$ cat config.mk
export PLATFORM = sky130hd
export DESIGN_NAME = oscsel_top
export DESIGN_NICKNAME = d
export VERILOG_FILES = /design/src/rtl/oscsel_pkg.sv /design/src/rtl/oscsel_startup_counter.sv /design/src/rtl/oscsel_top.sv
export SDC_FILE = /design/constraint.sdc
export NUM_CORES = 1
export LEC_CHECK = 0
export BUFFER_PORTS_ARGS = -buffer_cell sky130_fd_sc_hd__buf_2
export CAP_MARGIN = 5
export CORE_MARGIN = 10
export CORE_UTILIZATION = 30
export DETAILED_ROUTE_END_ITERATION = 6
export PLACE_DENSITY = 0.64
export RECOVER_POWER = 50
export SLEW_MARGIN = 30
export SYNTH_ARGS = -nofsm -noshare
export SYNTH_HDL_FRONTEND = slang
export SYNTH_SLANG_ARGS = --single-unit
$ cat constraint.sdc
create_clock -name clk_in -period 7.6 [get_ports clk_in]
set_input_delay 1.52 -clock clk_in [delete_from_list [all_inputs] [get_ports clk_in]]
set_output_delay 1.52 -clock clk_in [all_outputs]
set_load 0.03 [all_outputs]
$ cat src/rtl/oscsel_pkg.sv
// Purpose: Constants for the oscillator source select block
// Assumes: One 250 MHz clock; configuration fields held stable after reset
// Notes: Group and mode codes follow the configuration field encoding
package oscsel_pkg;
  // ----------------------------------------
  // Group codes
  // ----------------------------------------
  localparam logic [1:0] GRP_SECONDARY = 2'h0;
  localparam logic [1:0] GRP_FAST_RC = 2'h1;
  localparam logic [1:0] GRP_SLOW_RC = 2'h2;
  localparam logic [1:0] GRP_PRIMARY = 2'h3;
  // ----------------------------------------
  // Primary mode codes
  // ----------------------------------------
  localparam logic [3:0] MODE_RESISTOR_CAP_PIN_IO = 4'h8;
  localparam logic [3:0] MODE_ERC = 4'h9;
  localparam logic [3:0] MODE_EC = 4'hB;
  localparam logic [3:0] MODE_OUTSIDE_CLOCK_PIN_IO = 4'hC;
  localparam logic [3:0] MODE_EC_X4 = 4'hD;
  localparam logic [3:0] MODE_EC_X8 = 4'hE;
  localparam logic [3:0] MODE_EC_X16 = 4'hF;
  localparam logic [3:0] MODE_XT = 4'h4;
  localparam logic [3:0] MODE_XT_X4 = 4'h5;
  localparam logic [3:0] MODE_XT_X8 = 4'h6;
  localparam logic [3:0] MODE_XT_X16 = 4'h7;
  localparam logic [2:0] MODE_XTL_TOP = 3'h0;
  localparam logic [2:0] MODE_HS_TOP = 3'h1;
  localparam int MODE_CHOICES = 13;
  // ----------------------------------------
  // Pin function of the crystal out pin
  // ----------------------------------------
  localparam logic [1:0] PIN2_CRYSTAL = 2'h0;
  localparam logic [1:0] PIN2_CLKOUT = 2'h1;
  localparam logic [1:0] PIN2_GPIO = 2'h2;
  localparam logic [1:0] PIN2_UNUSED = 2'h3;
  // ----------------------------------------
  // PLL gain codes
  // ----------------------------------------
  localparam logic [1:0] PLL_OFF = 2'h0;
  localparam logic [1:0] PLL_X4 = 2'h1;
  localparam logic [1:0] PLL_X8 = 2'h2;
  localparam logic [1:0] PLL_X16 = 2'h3;
  localparam logic [4:0] GAIN_X4 = 5'h04;
  localparam logic [4:0] GAIN_X8 = 5'h08;
  localparam logic [4:0] GAIN_X16 = 5'h10;
  // ----------------------------------------
  // Start-up counter and clock divider
  // ----------------------------------------
  localparam int STARTUP_BITS = 10;
  localparam int STARTUP_PERIODS = 1024;
  localparam int QUARTER_DIV = 4;
  // ----------------------------------------
  // Control register field positions
  // ----------------------------------------
  localparam int CTL_TRIM_HI_MSB = 15;
  localparam int CTL_TRIM_HI_LSB = 14;
  localparam int CTL_ACTIVE_MSB = 13;
  localparam int CTL_ACTIVE_LSB = 12;
  localparam int CTL_TRIM_LO_MSB = 11;
  localparam int CTL_TRIM_LO_LSB = 10;
  localparam int CTL_REQ_MSB = 9;
  localparam int CTL_REQ_LSB = 8;
  localparam int CTL_LOCK_BIT = 5;
  localparam int CTL_KEEP_ON_BIT = 1;
  // ----------------------------------------
  // Trim step, hundredths of a percent
  // ----------------------------------------
  localparam int TRIM_STEP_CENTI_PCT = 150;
  localparam logic [3:0] TRIM_CENTRE = 4'h0;
endpackage

$ cat src/rtl/oscsel_startup_counter.sv
// Purpose: Counts oscillator periods before the clock is released
// Assumes: osc_tick_in is a one-cycle pulse per oscillator period
// Notes: Restart wins over a tick in the same cycle
module oscsel_startup_counter #(
  parameter int COUNT_BITS = 10,
  parameter int PERIODS = 1024
) (
  // Clock and reset
  input wire logic clk_in,
  input wire logic nrst_in,
  // Control
  input wire logic restart_in,
  input wire logic bypass_in,
  input wire logic osc_tick_in,
  // Status
  output logic done_out,
  output logic [COUNT_BITS-1:0] count_out
);
  initial begin
    if (PERIODS != (1 << COUNT_BITS)) begin
      $error("oscsel_startup_counter: PERIODS must equal 2**COUNT_BITS");
    end
  end

  logic [COUNT_BITS-1:0] count;
  logic done;

  always_ff @(posedge clk_in or negedge nrst_in) begin
    if (!nrst_in) begin
      count <= '0;
      done <= 1'b0;
    end else if (restart_in) begin
      count <= '0;
      done <= 1'b0;
    end else if (bypass_in) begin
      done <= 1'b1;
    end else if (!done && osc_tick_in) begin
      count <= count + 1'b1;
      // Wrap of the full counter marks the last period
      if (count == {COUNT_BITS{1'b1}}) begin
        done <= 1'b1;
      end
    end
  end

  assign done_out = done;
  assign count_out = count;
endmodule

$ cat src/rtl/oscsel_top.sv
// Purpose: Oscillator source selection, start-up gating, PLL and RC control
// Assumes: Reset events, oscillator ticks and PLL lock are synchronous inputs
// Notes: Clock switching and fail-safe switching live outside this block
//
// How it works
// - Pick clock from group and mode fields.
// - Group 11 primary, 00/01/10 secondary, fast, slow.
// - Decode thirteen primary mode codes.
// - Ten-bit counter waits 1024 oscillator periods.
// - Count only for crystal modes, on restarts.
// - Second pin: clock-out, I/O or crystal.
// - First pin never becomes general I/O.
// - Keep-on bit runs secondary crystal, even asleep.
// - Secondary clocks device if group 00 and keep-on.
// - Back to primary still waits start-up delay.
// - PLL gain four, eight or sixteen by mode.
// - Lock indication mirrored in read-only status bit.
// - Group status 01 at 13:12 selects fast RC.
// - Trim split across bits 15:14 and 11:10.
// - Trim signed 1.5 percent steps about centre.
// - Slow RC clocks timer, watchdog, monitor.
// - Slow RC always on at power-on reset.
// - Slow RC stops after timer unless needed.
// - Power-on or brown-out reset loads both group registers from fuses.
module oscsel_top
  import oscsel_pkg::*;
#(
  parameter int STARTUP_COUNT_BITS = STARTUP_BITS,
  parameter int STARTUP_COUNT_PERIODS = STARTUP_PERIODS
) (
  // Clock and reset
  input wire logic clk_in,
  input wire logic nrst_in,
  // Reset and power events, one-cycle pulses; sleep_in is a level held while asleep
  input wire logic power_on_reset_in,
  input wire logic brown_out_reset_in,
  input wire logic sleep_wake_in,
  input wire logic sleep_in,
  input wire logic power_up_delay_timer_done_in,
  // Configuration fuses
  input wire logic [1:0] group_select_fuses_in,
  input wire logic [3:0] primary_mode_fuses_in,
  input wire logic clock_fail_monitor_en_in,
  input wire logic watchdog_en_in,
  // Software control bits
  input wire logic secondary_keep_on_in,
  input wire logic [1:0] requested_group_in,
  input wire logic requested_group_we_in,
  input wire logic [3:0] fast_rc_trim_in,
  input wire logic fast_rc_trim_we_in,
  input wire logic active_group_update_in,
  // Oscillator side
  input wire logic primary_osc_tick_in,
  input wire logic pll_lock_in,
  // Selection outputs
  output logic [1:0] active_group_status_out,
  output logic [1:0] requested_group_out,
  output logic [3:0] primary_mode_out,
  output logic primary_en_out,
  output logic secondary_crystal_en_out,
  output logic secondary_is_sysclk_out,
  output logic fast_internal_rc_en_out,
  output logic slow_internal_rc_en_out,
  output logic slow_rc_feeds_timers_out,
  output logic sysclk_gate_out,
  // PLL
  output logic pll_en_out,
  output logic [1:0] pll_gain_sel_out,
  output logic [4:0] pll_multiplier_out,
  output logic pll_lock_status_out,
  // Fast RC trim
  output logic [3:0] fast_rc_trim_out,
  output logic signed [11:0] fast_rc_trim_centi_pct_out,
  // Pins
  output logic [1:0] crystal_out_pin_function_out,
  output logic quarter_clock_output_out,
  output logic quarter_clock_output_oe_out,
  output logic crystal_out_pin_gpio_out,
  output logic crystal_in_pin_gpio_out,
  // Register view
  output logic [15:0] clock_control_register_out,
  output logic [STARTUP_COUNT_BITS-1:0] startup_counter_out
);
  initial begin
    if (STARTUP_COUNT_BITS < 1 || STARTUP_COUNT_BITS > 16) begin
      $error("oscsel_top: STARTUP_COUNT_BITS out of range");
    end
    // Wrap of the full counter is the only end point the counter knows
    if (STARTUP_COUNT_PERIODS != (1 << STARTUP_COUNT_BITS)) begin
      $error("oscsel_top: STARTUP_COUNT_PERIODS must equal 2**STARTUP_COUNT_BITS");
    end
  end

  // ----------------------------------------
  // Group registers
  // ----------------------------------------
  logic [1:0] active_group;
  logic [1:0] requested_group;
  logic cold_event;

  assign cold_event = power_on_reset_in | brown_out_reset_in;

  always_ff @(posedge clk_in or negedge nrst_in) begin
    if (!nrst_in) begin
      active_group <= GRP_PRIMARY;
      requested_group <= GRP_PRIMARY;
    end else if (cold_event) begin
      active_group <= group_select_fuses_in;
      requested_group <= group_select_fuses_in;
    end else begin
      if (requested_group_we_in) begin
        requested_group <= requested_group_in;
      end
      if (active_group_update_in) begin
        active_group <= requested_group;
      end
    end
  end

  // ----------------------------------------
  // Primary mode decode
  // ----------------------------------------
  logic [3:0] mode;
  logic is_crystal;
  logic [1:0] pin2_fn;
  logic [1:0] pll_sel;

  assign mode = primary_mode_fuses_in;

  always_comb begin
    is_crystal = 1'b0;
    pin2_fn = PIN2_UNUSED;
    pll_sel = PLL_OFF;
    if (mode[3:1] == MODE_XTL_TOP || mode[3:1] == MODE_HS_TOP) begin
      is_crystal = 1'b1;
      pin2_fn = PIN2_CRYSTAL;
    end else begin
      unique case (mode)
        MODE_XT: begin
          is_crystal = 1'b1;
          pin2_fn = PIN2_CRYSTAL;
        end
        MODE_XT_X4: begin
          is_crystal = 1'b1;
          pin2_fn = PIN2_CRYSTAL;
          pll_sel = PLL_X4;
        end
        MODE_XT_X8: begin
          is_crystal = 1'b1;
          pin2_fn = PIN2_CRYSTAL;
          pll_sel = PLL_X8;
        end
        MODE_XT_X16: begin
          is_crystal = 1'b1;
          pin2_fn = PIN2_CRYSTAL;
          pll_sel = PLL_X16;
        end
        MODE_EC, MODE_ERC: begin
          pin2_fn = PIN2_CLKOUT;
        end
        MODE_OUTSIDE_CLOCK_PIN_IO, MODE_RESISTOR_CAP_PIN_IO: begin
          pin2_fn = PIN2_GPIO;
        end
        MODE_EC_X4: begin
          pin2_fn = PIN2_GPIO;
          pll_sel = PLL_X4;
        end
        MODE_EC_X8: begin
          pin2_fn = PIN2_GPIO;
          pll_sel = PLL_X8;
        end
        MODE_EC_X16: begin
          pin2_fn = PIN2_GPIO;
          pll_sel = PLL_X16;
        end
        // Code 1010 is not one of the choices
        default: begin
          pin2_fn = PIN2_UNUSED;
        end
      endcase
    end
  end

  // ----------------------------------------
  // Source enables
  // ----------------------------------------
  logic primary_sel;
  logic secondary_on;
  logic secondary_sel;

  assign primary_sel = (active_group == GRP_PRIMARY);
  assign secondary_on = secondary_keep_on_in;
  assign secondary_sel = (active_group == GRP_SECONDARY) & secondary_keep_on_in;
  assign primary_en_out = primary_sel & ~sleep_in;
  assign secondary_crystal_en_out = secondary_on;
  assign secondary_is_sysclk_out = secondary_sel;
  assign fast_internal_rc_en_out = (active_group == GRP_FAST_RC) & ~sleep_in;

  // ----------------------------------------
  // Slow RC keep-alive
  // ----------------------------------------
  logic slow_rc_on;
  logic pwr_timer_done;

  always_ff @(posedge clk_in or negedge nrst_in) begin
    if (!nrst_in) begin
      pwr_timer_done <= 1'b0;
    end else if (power_on_reset_in) begin
      pwr_timer_done <= 1'b0;
    end else if (power_up_delay_timer_done_in) begin
      pwr_timer_done <= 1'b1;
    end
  end

  // Timer still running keeps it on regardless of the enables
  always_comb begin
    slow_rc_on = ~pwr_timer_done;
    if (clock_fail_monitor_en_in || watchdog_en_in || active_group == GRP_SLOW_RC) begin
      slow_rc_on = 1'b1;
    end
  end

  assign slow_internal_rc_en_out = slow_rc_on;
  assign slow_rc_feeds_timers_out = slow_rc_on;

  // ----------------------------------------
  // Start-up delay
  // ----------------------------------------
  logic restart_event;
  logic back_to_primary;
  logic startup_done;
  logic startup_bypass;

  // Switch into the primary group restarts the count too
  assign back_to_primary = active_group_update_in & ~cold_event
    & (requested_group == GRP_PRIMARY) & (active_group != GRP_PRIMARY);
  assign restart_event = cold_event | sleep_wake_in | back_to_primary;
  assign startup_bypass = ~(is_crystal & primary_sel);

  oscsel_startup_counter #(
    .COUNT_BITS(STARTUP_COUNT_BITS),
    .PERIODS(STARTUP_COUNT_PERIODS)
  ) u_startup (
    .clk_in(clk_in),
    .nrst_in(nrst_in),
    .restart_in(restart_event),
    .bypass_in(startup_bypass),
    .osc_tick_in(primary_osc_tick_in),
    .done_out(startup_done),
    .count_out(startup_counter_out)
  );

  // Gate held low while counting, and in the restart cycle itself
  assign sysclk_gate_out = startup_done & ~restart_event;

  // ----------------------------------------
  // PLL gain and lock
  // ----------------------------------------
  logic pll_lock;

  always_ff @(posedge clk_in or negedge nrst_in) begin
    if (!nrst_in) begin
      pll_lock <= 1'b0;
    end else begin
      pll_lock <= pll_lock_in & (pll_sel != PLL_OFF) & primary_sel;
    end
  end

  assign pll_en_out = (pll_sel != PLL_OFF) & primary_sel;
  assign pll_gain_sel_out = pll_sel;
  always_comb begin
    unique case (pll_sel)
      PLL_X4: pll_multiplier_out = GAIN_X4;
      PLL_X8: pll_multiplier_out = GAIN_X8;
      PLL_X16: pll_multiplier_out = GAIN_X16;
      PLL_OFF: pll_multiplier_out = 5'h00;
    endcase
  end
  assign pll_lock_status_out = pll_lock;

  // ----------------------------------------
  // Fast RC trim
  // ----------------------------------------
  logic [3:0] trim;

  always_ff @(posedge clk_in or negedge nrst_in) begin
    if (!nrst_in) begin
      trim <= TRIM_CENTRE;
    end else if (fast_rc_trim_we_in) begin
      trim <= fast_rc_trim_in;
    end
  end

  assign fast_rc_trim_out = trim;
  // Two's complement code times the step size
  assign fast_rc_trim_centi_pct_out =
    12'(signed'({{8{trim[3]}}, trim}) * TRIM_STEP_CENTI_PCT);

  // ----------------------------------------
  // Pins
  // ----------------------------------------
  logic [1:0] quarter_div;
  logic pin2_fn_active;

  assign pin2_fn_active = primary_sel;

  always_ff @(posedge clk_in or negedge nrst_in) begin
    if (!nrst_in) begin
      quarter_div <= 2'h0;
    end else begin
      quarter_div <= quarter_div + 2'h1;
    end
  end

  // Pin role fixed by the mode fuses, whatever the active group
  assign crystal_out_pin_function_out = pin2_fn;
  assign quarter_clock_output_out = quarter_div[1] & pin2_fn_active;
  assign quarter_clock_output_oe_out = (pin2_fn == PIN2_CLKOUT);
  assign crystal_out_pin_gpio_out = (pin2_fn == PIN2_GPIO);
  assign crystal_in_pin_gpio_out = 1'b0;

  // ----------------------------------------
  // Register view and status
  // ----------------------------------------
  always_comb begin
    clock_control_register_out = 16'h0000;
    clock_control_register_out[CTL_TRIM_HI_MSB:CTL_TRIM_HI_LSB] = trim[3:2];
    clock_control_register_out[CTL_ACTIVE_MSB:CTL_ACTIVE_LSB] = active_group;
    clock_control_register_out[CTL_TRIM_LO_MSB:CTL_TRIM_LO_LSB] = trim[1:0];
    clock_control_register_out[CTL_REQ_MSB:CTL_REQ_LSB] = requested_group;
    clock_control_register_out[CTL_LOCK_BIT] = pll_lock;
    clock_control_register_out[CTL_KEEP_ON_BIT] = secondary_keep_on_in;
  end

  assign active_group_status_out = active_group;
  assign requested_group_out = requested_group;
  assign primary_mode_out = mode;
endmodule

==> results.py <==
metrics = {
    "timing": {
        "hold_viol": 0,
        "min_period_ns": 4.541,
        "tightest_slew_ns": 1.251,
        "slew_viol_final": 0,
        "period_share_pct": 59.76,
        "rsz0062_at_grt": "false",
        "setup_viol": 0,
        "tns_ns": 0,
        "fin_ws_ns": 3.059,
        "max_freq_mhz": 220.2,
        "max_slew_margin_pct": 16.61,
        "finClkSkew_ns": 0.006955,
    },
    "floorplanning": {
        "die_h_um": 97.18,
        "fp-row-count": 28,
        "die-area_sq_um": 9443,
        "start_util_pct": 30.54,
        "fp.dieW_um": 97.18,
        "ioPinCount": 99,
        "core_sq_um": 5851,
    },
    "run": {
        "max_cap_violations": 0,
    },
    "finish": {
        "drive_above_1_share_pct": 31.70,
        "utilization_pct": 37.10,
        "fill_cells": 611,
        "area_delta_synth_final_pct": 21.50,
        "diodes": 0,
        "fin_nets": 313,
    },
    "worst_setup_path": {
        "crit_chain": "inv_1 -> ha_1 -> ha_1 -> ha_1 -> ha_1 -> inv_1 -> fa_1 -> nor2b_1 -> nor2_1 -> o21bai_1 -> xor2_1 -> buf_2",
        "timing.rr.end": "u_startup.count_out[9]$_DFFE_PN0P_",
        "crit_slowest_cell": "dfrtp_1",
        "cp.arrival_ns": 3.02,
        "path_common_cell": "ha_1",
        "path_class": "reg -> out",
        "critPathRequiredTime_ns": 6.08,
        "worst_path_largest_cell_delay_ns": 0.50,
        "cp_max_fo": 8,
        "end_kind": "output port",
        "reg2reg_slack_ns": 5.79,
        "regToRegStartpoint": "active_group_status_out[0]$_DFFE_PN1P_",
        "start_kind": "register",
        "ff2ff_path_depth": 4,
    },
    "clocking": {
        "cts-root-buf": "clkbuf_8",
        "clockBufferDepth": 2,
        "cts.sinks": 23,
        "clock_latency_ns": 0.26,
        "ctsHoldBuffers": 0,
        "cts-resized-gates": 0,
        "tritoncts": "built",
        "htreeDepth": 1,
        "post_cts_buffers": 0,
        "cts_buffers": 3,
        "clkTransAtPathRegs_ns": 0.08,
    },
    "synthesis": {
        "synth-seq-area-share_pct": 32.49,
        "yosys_register_bits": 23,
        "yosysUniqueCellTypes": 35,
        "syn_inst": 192,
        "synth_area_sq_um": 1787,
        "ys_warn_count": 0,
        "synth_area_per_cell_sq_um": 9.306,
    },
    "detailed_routing": {
        "drt-total-wl_mm": 4.769,
        "viasPerCell": 4.465,
        "first_pass_iters": 4,
        "num_vias": 1518,
        "drc_errors": 0,
        "drt_iter0_drc": 37,
        "routedWlPerCell_um": 14.03,
        "ant_nets": 0,
    },
    "global_routing": {
        "gr-total-overflow": 0,
        "grt_pass1_wl_mm": 8.059,
        "antenna_found_initial": 0,
        "grt_pass1_vias": 1740,
        "track_usage_pct": 9.799,
        "grt_max_degree": 24,
    },
    "min_path": {
        "holdPathEnd": "quarter_div[0]$_DFF_PN0_",
        "worstHoldStart": "quarter_div[0]$_DFF_PN0_",
        "worstHoldPathType": "reg -> reg",
        "hold_depth": 1,
    },
    "placement": {
        "gp_congestion": 0.8216,
        "dp_slack_ns": 3.214,
        "io_buffers": 88,
        "hpwlAfterDp_mm": 3.936,
    },
    "run_status": {
        "outcome": "complete, no violations",
    },
    "power": {
        "ir_drop_uv": 107.1,
        "leakagePower_nw": 1.066,
        "finalPower_mw": 0.3969,
        "power.density_nw_per_um2": 182.8,
    },
}
-- worst max-delay path, delay by kind of cell (launching register included) --
family	cells	cell delay, ns
fa+ha+maj	5	1.33
flops	1	0.50
buf+inv	3	0.37
simple gates	2	0.22
compound gates	1	0.19
xor+xnor	1	0.16
-- synth_stat cells (all sizes together) --
library cell  count  share of area [%]
a21boi            1               0.42
and4              1               0.49
or2b              1               0.42
nand2            10                2.1
dfrtp            19                 27
nor3              2               0.56
o21a              1               0.42
nor2             22                4.6
nand3             5                1.4
and2              4                1.4
nand3b            1               0.42
fa                2                2.2
xnor2            11                5.4
o21bai            1               0.42
clkbuf            1               0.21
buf              27                 11
mux2              3                1.9
nor3b             3                1.3
mux2i             4                2.2
nor2b             3                1.1
nand4bb           1                1.5
dfstp             4                5.9
xor2              5                2.5
nor4              2               0.70
conb              1               0.21
or3               4                1.7
and4bb            1               0.70
nand4             4                1.4
ha               18                 13
o21ai             6                1.7
and3              3                1.1
a21oi            10                2.8
inv              11                2.3
-- metrics by stage --
step,hold slack [ns],std cells,area (sq um)
after CTS,0.4436,340,2193
after global routing,0.4573,340,2171
after floorplan,0.4134,201,1821
after global placement,0.4255,336,2148
after detailed placement,0.4302,336,2148
final,0.4369,340,2171
-- sequential cells by signal (all words and copies together) (netlist names) --
name,flops
quarter_div,2
u_startup.count_out,10
active_group_status_out,2
pll_lock_status_out,1
u_startup.done_out,1
pwr_timer_done,1
requested_group_out,2
fast_rc_trim_out,4
-- report_power, final --
part	leakage [nW]	internal, mW	switching (mW)
sequential	0.293	0.129	0.0104
clock	0.0228	0.0374	0.0396
combinational	0.751	0.0558	0.125
-- placed cells by master, fill, tap and decap left out, types with 3 or more instances in the layout --
cell type / synthesis / final
mux2i_1: 4 / 4
nand3_1: 5 / 5
nand4_1: 4 / 4
clkbuf_1: 1 / 19
xnor2_1: 11 / 11
ha_1: 18 / 18
or3_1: 3 / 3
mux2_2: 3 / 3
conb_1: 1 / 10
inv_1: 11 / 11
nor2_1: 22 / 22
nor3b_1: 3 / 3
dfstp_2: 4 / 4
buf_2: 0 / 70
a21oi_1: 10 / 10
clkbuf_8: 0 / 3
nand2_1: 10 / 10
dfrtp_1: 19 / 19
and2_1: 4 / 4
o21ai_0: 6 / 6
xor2_1: 5 / 5
nor2b_1: 3 / 3
-- worst max path at each step --
stage | endpoint | from | slack [ns]
2_1_floorplan | fast_rc_trim_centi_pct_out[10] | fast_rc_trim_out[1]$_DFFE_PN0P_ | 3.20
3_3_place_gp | sysclk_gate_out | brown_out_reset_in | 3.25
3_5_place_dp | sysclk_gate_out | brown_out_reset_in | 3.21
4_1_cts | fast_rc_trim_centi_pct_out[10] | fast_rc_trim_out[1]$_DFFE_PN0P_ | 3.02
5_1_grt | fast_rc_trim_centi_pct_out[10] | fast_rc_trim_out[1]$_DFFE_PN0P_ | 2.81
6_report | fast_rc_trim_centi_pct_out[10] | fast_rc_trim_out[1]$_DFFE_PN0P_ | 3.06
-- metal layers --
metal	track usage (%)	share of wire, %
met2	16.46	46
met3	3.770	9.3
met4	2.384	0.34
met5	0	0
met1	11.39	44
-- cell type report --
cell class                      instances  area (sq um)  area share (%)
Clock buffer                            4         45.04           2.075
Inverter                               11         41.29           1.902
Multi-Input combinational cell        139         992.2           45.71
Sequential cell                        23         580.6           26.74
Tap cell                               75         93.84           4.323
Timing Repair Buffer                   88         417.9           19.25
-- logic make-up (layout without fill, tap and decap cells) --
family | Yosys count | in the layout | synth area share, %
AND/OR/NAND/NOR | 67 | 67 | 20.87
buffers and inverters | 39 | 103 | 13.87
flip-flops | 23 | 23 | 32.49
adder cells (fa/ha/maj) | 20 | 20 | 14.85
AO/OA/AOI/OAI | 19 | 19 | 5.743
XOR/XNOR | 16 | 16 | 7.843
multiplexers | 7 | 7 | 4.132
other | 1 | 10 | 0.2099
Note: power is estimated with default switching activity, not from simulation.
